`src/core/rdc_pkg.sv`:
```
// Constants of the real-time clock divider chain: widths, ratios, source codes, flag positions.
// Assumes one 100 MHz clock and a power-on reset that alone clears the chain.
// Summary of operation
// [RULE_01] Software picks the count clock: internal source or external pin edges.
// [RULE_02] Divide-by-32 and divide-by-8 prescalers, each switched in or bypassed.
// [RULE_03] A 16-bit reloadable timer follows; its overflow drives the 32-bit block.
// [RULE_04] 32-bit count of 10, 6, 6, 10-bit reloadable fields, two 16-bit halves.
// [RULE_05] Every stage counts up only and can raise its own request.
// [RULE_06] All enabled requests merge onto one common node request.
// [RULE_07] Only the power reset clears the chain; other resets leave it alone.
// [RULE_08] The 16-bit timer and 32-bit block read as one 48-bit count.
// [RULE_09] Alarm request at a chosen count; periodic tick independent of processor clock.
// [RULE_10] On overflow a stage reloads, carries one count onward and flags its request.
`default_nettype none
package rdc_pkg;
  localparam int CLOCK_MHZ = 100;
  localparam int TIMER_W = 16;
  localparam int FIELD0_W = 10;
  localparam int FIELD1_W = 6;
  localparam int FIELD2_W = 6;
  localparam int FIELD3_W = 10;
  localparam int COUNT_W = FIELD0_W + FIELD1_W + FIELD2_W + FIELD3_W;
  localparam int HALF_W = 16;
  localparam int DIV_A_W = 5;
  localparam logic [DIV_A_W-1:0] DIV_A_LAST = 5'h1f; // 32:1
  localparam int DIV_B_W = 3;
  localparam logic [DIV_B_W-1:0] DIV_B_LAST = 3'h7; // 8:1
  localparam int FLAG_N = 6;
  localparam int FLAG_TIMER = 0;
  localparam int FLAG_FIELD0 = 1;
  localparam int FLAG_ALARM = 5;
  localparam logic [FLAG_N-1:0] FLAG_RESET = 6'h00;
  typedef enum logic [1:0] {
    RDC_SRC_INT_A,
    RDC_SRC_INT_B,
    RDC_SRC_PIN,
    RDC_SRC_OFF
  } rdc_source_e;
endpackage : rdc_pkg
`default_nettype wire

```
`src/core/rdc_chain.sv`:
```
// Real-time clock chain: source select, two prescalers, 16-bit timer, 32-bit four-field count.
// Assumes all inputs synchronous to clock; reset_n is the power reset and nothing else.
`default_nettype none
module rdc_chain #(
  parameter int TIMER_W = rdc_pkg::TIMER_W
) (
  // Clock and power reset
  input wire logic clock,
  input wire logic reset_n,
  // Clock source and prescalers
  input wire logic [1:0] source_sel,
  input wire logic int_tick_a,
  input wire logic int_tick_b,
  input wire logic ext_clock_pin,
  input wire logic div32_on,
  input wire logic div8_on,
  // 16-bit timer
  input wire logic [TIMER_W-1:0] timer_reload,
  input wire logic timer_write,
  input wire logic [TIMER_W-1:0] timer_wdata,
  // Field reload values
  input wire logic [rdc_pkg::FIELD0_W-1:0] field0_reload,
  input wire logic [rdc_pkg::FIELD1_W-1:0] field1_reload,
  input wire logic [rdc_pkg::FIELD2_W-1:0] field2_reload,
  input wire logic [rdc_pkg::FIELD3_W-1:0] field3_reload,
  // Half-word access to the 32-bit count
  input wire logic count_low_write,
  input wire logic count_high_write,
  input wire logic [rdc_pkg::HALF_W-1:0] count_wdata,
  output logic [rdc_pkg::HALF_W-1:0] clock_count_low_half,
  output logic [rdc_pkg::HALF_W-1:0] clock_count_high_half,
  output logic [TIMER_W+rdc_pkg::COUNT_W-1:0] count48,
  // Alarm
  input wire logic alarm_on,
  input wire logic [rdc_pkg::COUNT_W-1:0] alarm_time,
  // Requests
  input wire logic [rdc_pkg::FLAG_N-1:0] request_enable,
  input wire logic [rdc_pkg::FLAG_N-1:0] request_clear,
  output logic [rdc_pkg::FLAG_N-1:0] request_flags,
  output logic node_request
);
  logic pin_prev;
  logic pin_edge;
  logic source_pulse;
  logic [rdc_pkg::DIV_A_W-1:0] div32_count;
  logic div32_out;
  logic [rdc_pkg::DIV_B_W-1:0] div8_count;
  logic div8_out;
  logic timer_carry;
  logic [TIMER_W-1:0] prescale_reload_timer;
  logic [rdc_pkg::FIELD0_W-1:0] field0;
  logic [rdc_pkg::FIELD1_W-1:0] field1;
  logic [rdc_pkg::FIELD2_W-1:0] field2;
  logic [rdc_pkg::FIELD3_W-1:0] field3;
  logic [3:0] field_carry;
  logic [rdc_pkg::COUNT_W-1:0] count32;
  logic alarm_match;
  logic alarm_prev;
  logic [rdc_pkg::FLAG_N-1:0] events;

  // Rising edges of the external clock pin
  always_ff @(posedge clock or negedge reset_n) begin
    if (!reset_n) begin
      pin_prev <= 1'b0;
    end else begin
      pin_prev <= ext_clock_pin;
    end
  end
  assign pin_edge = ext_clock_pin && !pin_prev;

  // Source select; internal ticks keep the count free of the processor rate
  always_comb begin
    case (rdc_pkg::rdc_source_e'(source_sel))
      rdc_pkg::RDC_SRC_INT_A: source_pulse = int_tick_a; // RULE_01
      rdc_pkg::RDC_SRC_INT_B: source_pulse = int_tick_b; // RULE_01
      rdc_pkg::RDC_SRC_PIN: source_pulse = pin_edge; // RULE_01
      default: source_pulse = 1'b0;
    endcase
  end

  // Divide-by-32 stage, bypassed when off
  always_ff @(posedge clock or negedge reset_n) begin
    if (!reset_n) begin
      div32_count <= '0;
    end else if (source_pulse && div32_on) begin
      div32_count <= div32_count + 1'b1; // RULE_02
    end
  end
  assign div32_out = div32_on ? (source_pulse && div32_count == rdc_pkg::DIV_A_LAST) : source_pulse; // RULE_02

  // Divide-by-8 stage, bypassed when off
  always_ff @(posedge clock or negedge reset_n) begin
    if (!reset_n) begin
      div8_count <= '0;
    end else if (div32_out && div8_on) begin
      div8_count <= div8_count + 1'b1; // RULE_02
    end
  end
  assign div8_out = div8_on ? (div32_out && div8_count == rdc_pkg::DIV_B_LAST) : div32_out; // RULE_02

  // 16-bit reloadable timer after the prescalers
  rdc_stage #(.W(TIMER_W)) u_timer (
    .clock(clock),
    .reset_n(reset_n),
    .step(div8_out), // RULE_03
    .reload(timer_reload),
    .load(timer_write),
    .load_value(timer_wdata),
    .value(prescale_reload_timer),
    .carry(timer_carry)
  );

  // Four cascaded fields; each carry steps the next one
  rdc_stage #(.W(rdc_pkg::FIELD0_W)) u_field0 (
    .clock(clock),
    .reset_n(reset_n),
    .step(timer_carry), // RULE_03
    .reload(field0_reload),
    .load(count_low_write),
    .load_value(count_wdata[rdc_pkg::FIELD0_W-1:0]),
    .value(field0),
    .carry(field_carry[0])
  );
  rdc_stage #(.W(rdc_pkg::FIELD1_W)) u_field1 (
    .clock(clock),
    .reset_n(reset_n),
    .step(field_carry[0]), // RULE_04
    .reload(field1_reload),
    .load(count_low_write),
    .load_value(count_wdata[rdc_pkg::HALF_W-1:rdc_pkg::FIELD0_W]),
    .value(field1),
    .carry(field_carry[1])
  );
  rdc_stage #(.W(rdc_pkg::FIELD2_W)) u_field2 (
    .clock(clock),
    .reset_n(reset_n),
    .step(field_carry[1]), // RULE_04
    .reload(field2_reload),
    .load(count_high_write),
    .load_value(count_wdata[rdc_pkg::FIELD2_W-1:0]),
    .value(field2),
    .carry(field_carry[2])
  );
  rdc_stage #(.W(rdc_pkg::FIELD3_W)) u_field3 (
    .clock(clock),
    .reset_n(reset_n),
    .step(field_carry[2]), // RULE_04
    .reload(field3_reload),
    .load(count_high_write),
    .load_value(count_wdata[rdc_pkg::HALF_W-1:rdc_pkg::FIELD2_W]),
    .value(field3),
    .carry(field_carry[3])
  );

  // Read views: halves, whole 32 bits and the 48-bit long count
  assign count32 = {field3, field2, field1, field0}; // RULE_04
  assign clock_count_low_half = count32[rdc_pkg::HALF_W-1:0]; // RULE_04
  assign clock_count_high_half = count32[rdc_pkg::COUNT_W-1:rdc_pkg::HALF_W]; // RULE_04
  assign count48 = {count32, prescale_reload_timer}; // RULE_08

  // Alarm fires once as the count arrives at the chosen time
  assign alarm_match = alarm_on && count32 == alarm_time; // RULE_09
  always_ff @(posedge clock or negedge reset_n) begin
    if (!reset_n) begin
      alarm_prev <= 1'b0;
    end else begin
      alarm_prev <= alarm_match;
    end
  end

  assign events = {alarm_match && !alarm_prev, field_carry, timer_carry}; // RULE_10

  // Sticky flags; a new event wins over a clear in the same cycle
  always_ff @(posedge clock or negedge reset_n) begin
    if (!reset_n) begin
      request_flags <= rdc_pkg::FLAG_RESET; // RULE_07
    end else begin
      request_flags <= (request_flags & ~request_clear) | events; // RULE_05
    end
  end

  // One common node request for all enabled stages
  assign node_request = |(request_flags & request_enable); // RULE_06
endmodule : rdc_chain
`default_nettype wire

```
`src/core/rdc_stage.sv`:
```
// One reloadable count-up stage of the chain, width set by parameter.
// Assumes step is a one-cycle enable and load a one-cycle software write.
`default_nettype none
module rdc_stage #(
  parameter int W = 16
) (
  // Clock and power reset
  input wire logic clock,
  input wire logic reset_n,
  // Count control
  input wire logic step,
  input wire logic [W-1:0] reload,
  // Software write
  input wire logic load,
  input wire logic [W-1:0] load_value,
  // State and overflow
  output logic [W-1:0] value,
  output logic carry
);
  function automatic logic all_ones(input logic [W-1:0] v);
    return &v;
  endfunction : all_ones

  // Overflow is the step that leaves the all-ones state
  assign carry = step && all_ones(value) && !load; // RULE_10

  // Write beats a step so software never sees a half-applied value
  always_ff @(posedge clock or negedge reset_n) begin
    if (!reset_n) begin
      value <= '0; // RULE_07
    end else if (load) begin
      value <= load_value;
    end else if (carry) begin
      value <= reload; // RULE_10
    end else if (step) begin
      value <= value + 1'b1; // RULE_05
    end
  end
endmodule : rdc_stage
`default_nettype wire

```
`config.mk`:
```
export PLATFORM = sky130hd
export DESIGN_NAME = rdc_chain
export DESIGN_NICKNAME = d
export VERILOG_FILES = /design/src/core/rdc_pkg.sv /design/src/core/rdc_chain.sv /design/src/core/rdc_stage.sv
export SDC_FILE = /design/constraint.sdc
export NUM_CORES = 1
export LEC_CHECK = 0
export BUFFER_PORTS_ARGS = -buffer_cell sky130_fd_sc_hd__buf_2
export CORE_ASPECT_RATIO = 1.4
export CORE_MARGIN = 8
export CORE_UTILIZATION = 25
export CTS_CLUSTER_DIAMETER = 100
export DETAILED_ROUTE_END_ITERATION = 16
export PLACE_DENSITY_LB_ADDON = 0.2
export SYNTH_ARGS = -nofsm -noshare
export SYNTH_HDL_FRONTEND = slang
export SYNTH_SLANG_ARGS = --single-unit
```
`constraint.sdc`:
```
create_clock -name clock -period 4.4 [get_ports clock]
set_input_delay 0.22 -clock clock [delete_from_list [all_inputs] [get_ports clock]]
set_output_delay 0.22 -clock clock [all_outputs]
set_load 0.05 [all_outputs]
```
* Word level (Yosys, flattened, before mapping)
Index checks and enable logic that the tools add are counted.
Word-level totals: bits in registers 64, output and inout bits 87, word-level logic and storage cells 78, bits of input ports 137
Cells by class: reduce and logical (&&, ||, !) cells 34, add/sub/neg operators 7, bitwise operators 4, multiplexer cells 18, equal/unequal tests 5
Operators with widths (count):
- $mux 10 | 6
- $mux 16 | 3
- $mux 6 | 6
- $eq 32x32->1 | 1
- $add 10x1->10 const B | 2
- $reduce_and 10->1 | 2
- $logic_and 1x1->1 | 17
- $add 16x1->16 const B | 1
- $reduce_and 16->1 | 1
- $reduce_bool 3->1 | 5
- $add 6x1->6 const B | 2
- $and 6x6->6 | 2
- $reduce_and 6->1 | 2
- $not 6->6 | 1
- $or 6x6->6 | 1
- $reduce_or 6->1 | 1
- $add 5x1->5 const B | 1
- $eq 5x5->1 const B | 1
- $logic_not 1->1 | 5
- $add 3x1->3 const B | 1
- $eq 3x3->1 const B | 1
- $pmux 1 s3 | 1
- $eq 2x1->1 const B | 1
- $eq 2x2->1 const B | 1
- 2 further kinds | 3

* Longest topological paths before layout
word-level depth 19, gate-level depth with buffers 10

* Cells and area by module
A second synthesis with hierarchy kept.
Second synthesis, totals: cells, all modules 532, area, all modules 4705.8 sq um
Modules (own cells, without submodules):
- rdc_stage (u_field0 ...) | seq. area each 250.2 sq um, area an instance 694.4 sq um, cells an instance 82, instances 2
- rdc_chain | seq. area each 400.4 sq um, area an instance 1323.8 sq um, cells an instance 139, instances 1
- rdc_stage (u_timer) | seq. area each 400.4 sq um, area an instance 1144.8 sq um, cells an instance 129, instances 1
- rdc_stage (u_field1 ...) | seq. area each 150.1 sq um, area an instance 424.2 sq um, cells an instance 50, instances 2

* Worst setup path before layout
OpenSTA, ideal clock, no wires.
kind reg-to-reg, start point reg u_field0.value[0], end point reg u_field2.value[4], slack 1.856 ns, period minus slack after synthesis 2.544 ns, buffers on the path 1, data arrival time 2.410 ns, stages on the path, launching flop included 9, required time 4.266 ns, cell sequence dfrtp_1 > ha_1 > nand4_1 > or3_1 > nor3_2 > and3_1 > buf_6 > and4_1 > o31ai_2
Between the ends: cells in the longest elaborated chain, start to end 9
RTL lines:
- start, declared | line rdc_stage.sv:17 | output logic [W-1:0] value,
- start signal, assigned | line rdc_stage.sv:32 | value <= load_value;
- start signal, assigned | line rdc_stage.sv:34 | value <= reload;
- start signal, assigned | line rdc_stage.sv:36 | value <= value + 1'b1;
- $reduce_and 10->1 (*) | line rdc_stage.sv:21 | return &v;
- $logic_and 1x1->1 (*) (4 in series) | line rdc_stage.sv:25 | assign carry = step && all_ones(value) && !load;
- $logic_and 1x1->1 (2 in series) | line rdc_stage.sv:25
- $mux 6 | line rdc_stage.sv:33 | end else if (carry) begin
- $mux 6 | line rdc_stage.sv:31 | end else if (load) begin
- end signal, assigned | line rdc_stage.sv:32
- end signal, assigned | line rdc_stage.sv:34
- end signal, assigned | line rdc_stage.sv:36
- end, declared | line rdc_stage.sv:17
Every way passes the cells marked *; elsewhere a longest branch is shown, timed or not. A chain may end at the register's enable or synchronous reset.

* Final worst setup path
Same ends and word-level chain as after synthesis.

==> impl_results.md <==
- Crit path cell chain: ha_1, nand4_1, or3_1, nor3_2, and3_1, and4_1, o31ai_2
- Routed length per instance: approximately 20 um
- Share of cells above drive strength 1: ~35%
- Place WS: 1.46 ns
- Leak: approximately 2.8 nW
- Seq/Total Area, Yosys: about a third
- Post-CTS setup buffers: 0
- CORE AREA: between 15000 and 20000 um2
- Syn nets: about 720
- DR WL met2: 10100 um
- Setup_tns: 0 ns
- Area grow syn2layout: 28.2%
- Endpoint class of the critical path: flop
- Flop pwr share: 35.8%
- Post-DP HPWL: around 16000 um
- CTS Buffer Depth: 2
- WL met3: 1310 um
- CTS sink cnt: 64
- Worst setup path class: reg -> reg
- Crit path largest cell delay: around 0.51 ns
- Final period util: roughly 65%
- DRC: 0
- Most used DFF post-synth: dfrtp_1
- FFs w/ async S/R, synth: between 90% and 100%
- CP Launch Type: flop
- Clock latency on the worst-skew pair: 0.35 ns
- CTS tree: built
- Die Y-Extent: approximately 180 um
- Number of max-cap violations: 0
- Metal-1 WL: 7740 um
- P_int: between 1 and 1.5 mW
- RSZ-0062 raised after global routing: false
- Avg Inst Size Synth: between 8 and 9 um2
- Final max-slew violation count: 0
- Synthesized cell area: between 4000 and 5000 um2
- FP Rows: 60
- Slowest cell on crit path: dfrtp_1
- Post-route ant nets: 0
- VDD IR max: about 0.15 mV
- Vias per Instance: roughly 4.9
- Wirelength, routed: about 20000 um
- Cts repair resizes: 0
- Worst Skew: 0.00660 ns
- Die width: ~130 um
- Yosys warns: 0
- Nets@finish: about 900
- Number of setup violations in the final report: 0
- Top Layer Used: met5
- PD cells: between 300 and 400 nW/um2
- Switching Fraction: about two fifths
- Die area: roughly 24000 um2
- Initial core utilization: approximately a quarter
- I/O Buffers: between 200 and 250
- Clk slew on worst S/H paths: approximately 0.06 ns
- Post-synth cell types: 69
- Failing checks: negative hold slack
- Setup ws final: 1.52 ns
- H-tree depth: 3
- Fin. Hold Viols: 7
- Largest net degree at the start of global routing: 65
- Fmax achieved: around 350 MHz
- Max FO, Critical Path: 8
- Clock power share: ~33%
- Starting DRT DRC Count: roughly 180
- CP required: ~4.6 ns
- Outcome: finished with violations
- First-pass GRT wire length: approximately 30000 um
- Fillers: around 2100
- Via count: a little under 5000
- Flops & latches, synth: 64
- Vias in the first global route: 5042
- Minimum hold slack: -0.0110 ns
- Number of I/O pins: between 200 and 250
- Mapped Cells: between 500 and 600
- Gr ovfl total: 0
- Tot GR Track Use: 15.9%
- Max_slew headroom: between 30% and 40%
- Final GP Congestion: approximately 0.82
- Worst slew pin tran: ~0.90 ns
- Post-synth EDFFs: 0
- Arr. time, crit path: 3.09 ns
- Gate power share: 31.0%
- CTS Buf Count: 9
- Switching power: roughly 860 uW
- Root Buffer: clkbuf_16
- Tightest Hold Check Type: in -> async
- 1st-pass router iterations: 4
- Tmin final: a little under 3 ns
- Initial antenna violation count: 2
[layer usage]
metal | vias to the layer above | track usage (%)
li1 | 2396 | -
met5 | - | 0
met4 | 2 | 7.35
met2 | 186 | 28.5
met3 | 26 | 4.30
met1 | 2330 | 17.0
[critical path: cells and delay by family, from the launching register on]
kind | cells | cell delay [ns]
and+or+nand+nor | 5 | 1.90
DFF | 1 | 0.51
adders and majority gates | 1 | 0.27
AOI/OAI and AO/OA | 1 | 0.06
[synthesized netlist by cell type (8+ instances only)]
master    instances  area (um2)
a211oi_1          8        60.1
a21oi_1          24         120
and3_1           11        68.8
buf_4            33         248
clkbuf_1         12        45.0
dfrtp_1          64        1600
ha_1              9         113
inv_1            17        63.8
mux2_2            9         101
mux2i_1          15         150
nand2_1          78         293
nand3_1          19        95.1
nand4_1          24         150
nor2_1           30         113
nor3_1           10        50.1
o21ai_0          31         155
o31ai_1          13        97.6
xnor2_1          34         298
xor2_1            9        78.8
[power by group through the flow]
| stage | Combinational, mW | Sequential (mW) | Clock [mW] |
|---|---|---|---|
| after floorplan | 0.374 | 0.896 | 0 |
| after global placement | 0.686 | 0.790 | 0 |
| after detailed placement | 0.685 | 0.792 | 0 |
| after CTS | 0.686 | 0.782 | 0.746 |
| after global routing | 0.725 | 0.796 | 0.768 |
| final | 0.676 | 0.782 | 0.725 |
[layout make-up]
type / count / area [um2] / area share (%)
Sequential cell: 64 / 1600 / 25.8
Inverter: 17 / 63.8 / 1.03
Multi-Input combinational cell: 430 / 2790 / 45.0
Tap cell: 248 / 310 / 5.00
Clock buffer: 10 / 229 / 3.69
Antenna cell: 1 / 2.50 / 0.0403
Timing Repair Buffer: 227 / 1150 / 18.5
Clock inverter: 6 / 60.1 / 0.967
[cell families (layout without fill, tap and decap cells)]
logic type	count (synthesis)	after routing	synth area share, %
DFF	64	64	33.1
buffers and inverters	75	260	9.30
muxes	24	24	5.19
adders and majority gates	9	9	2.33
other	0	1	0
AOI/OAI and AO/OA	133	133	18.4
and+or+nand+nor	221	221	24.0
xor gates and xnor gates	43	43	7.78
[path summary, 6_finish.rpt]
kind                            depth (start not counted)                 to              start  slack (ns)
worst max-delay path                                    7  u_field2.value[4]  u_field0.value[0]        1.52
min in group clock                                      2   request_flags[3]   request_clear[3]        0.06
max in group asynchronous                               1  u_timer.value[13]            reset_n        3.81
worst min-delay path                                    1  u_field2.value[0]            reset_n       -0.01
worst min register to register                          1     div32_count[3]     div32_count[3]        0.47
worst max register to register                          7  u_field2.value[4]  u_field0.value[0]        1.52
[through the flow]
step | utilization (%) | instances | power, mW | area, um2 | hold WS (ns)
2_1_floorplan | - | 569 | 1.27 | 4840 | -0.0756
3_3_place_gp | 30.9 | 985 | 1.48 | 5910 | 0.343
3_5_place_dp | 30.9 | 985 | 1.48 | 5910 | 0.341
4_1_cts | 32.4 | 1002 | 2.21 | 6210 | 0.0329
5_1_grt | 32.4 | 1003 | 2.29 | 6210 | 0.0553
6_report | 32.4 | 1003 | 2.18 | 6210 | -0.0110
[layout by cell type (no fill, tap or decap), drive strengths merged, types with 10 or more instances in the layout]
cell type and instances:
mux2i 15, nor2 31, nand4 25, xnor2 34, dfrtp 64, and3 12
clkbuf 10, buf 226, nand3 20, nand2 79, nor3 12, a211oi 10
inv 17, o31ai 15, a21oi 24, o21ai 37
[sequential cells by signal, summed over array words and instances (netlist names), 3 cells and up]
register and count:
div32_count 5, u_field3.value 10, request_flags 6, div8_count 3, u_field1.value 6, u_field2.value 6
u_timer.value 16, u_field0.value 10
[what timing repair did]
item                                    4_1_cts  5_1_grt
endpoints found under the setup margin        0        0
endpoints found under the hold margin         1        0
hold buffers                                  1        0
(Power assumes the default switching activity.)
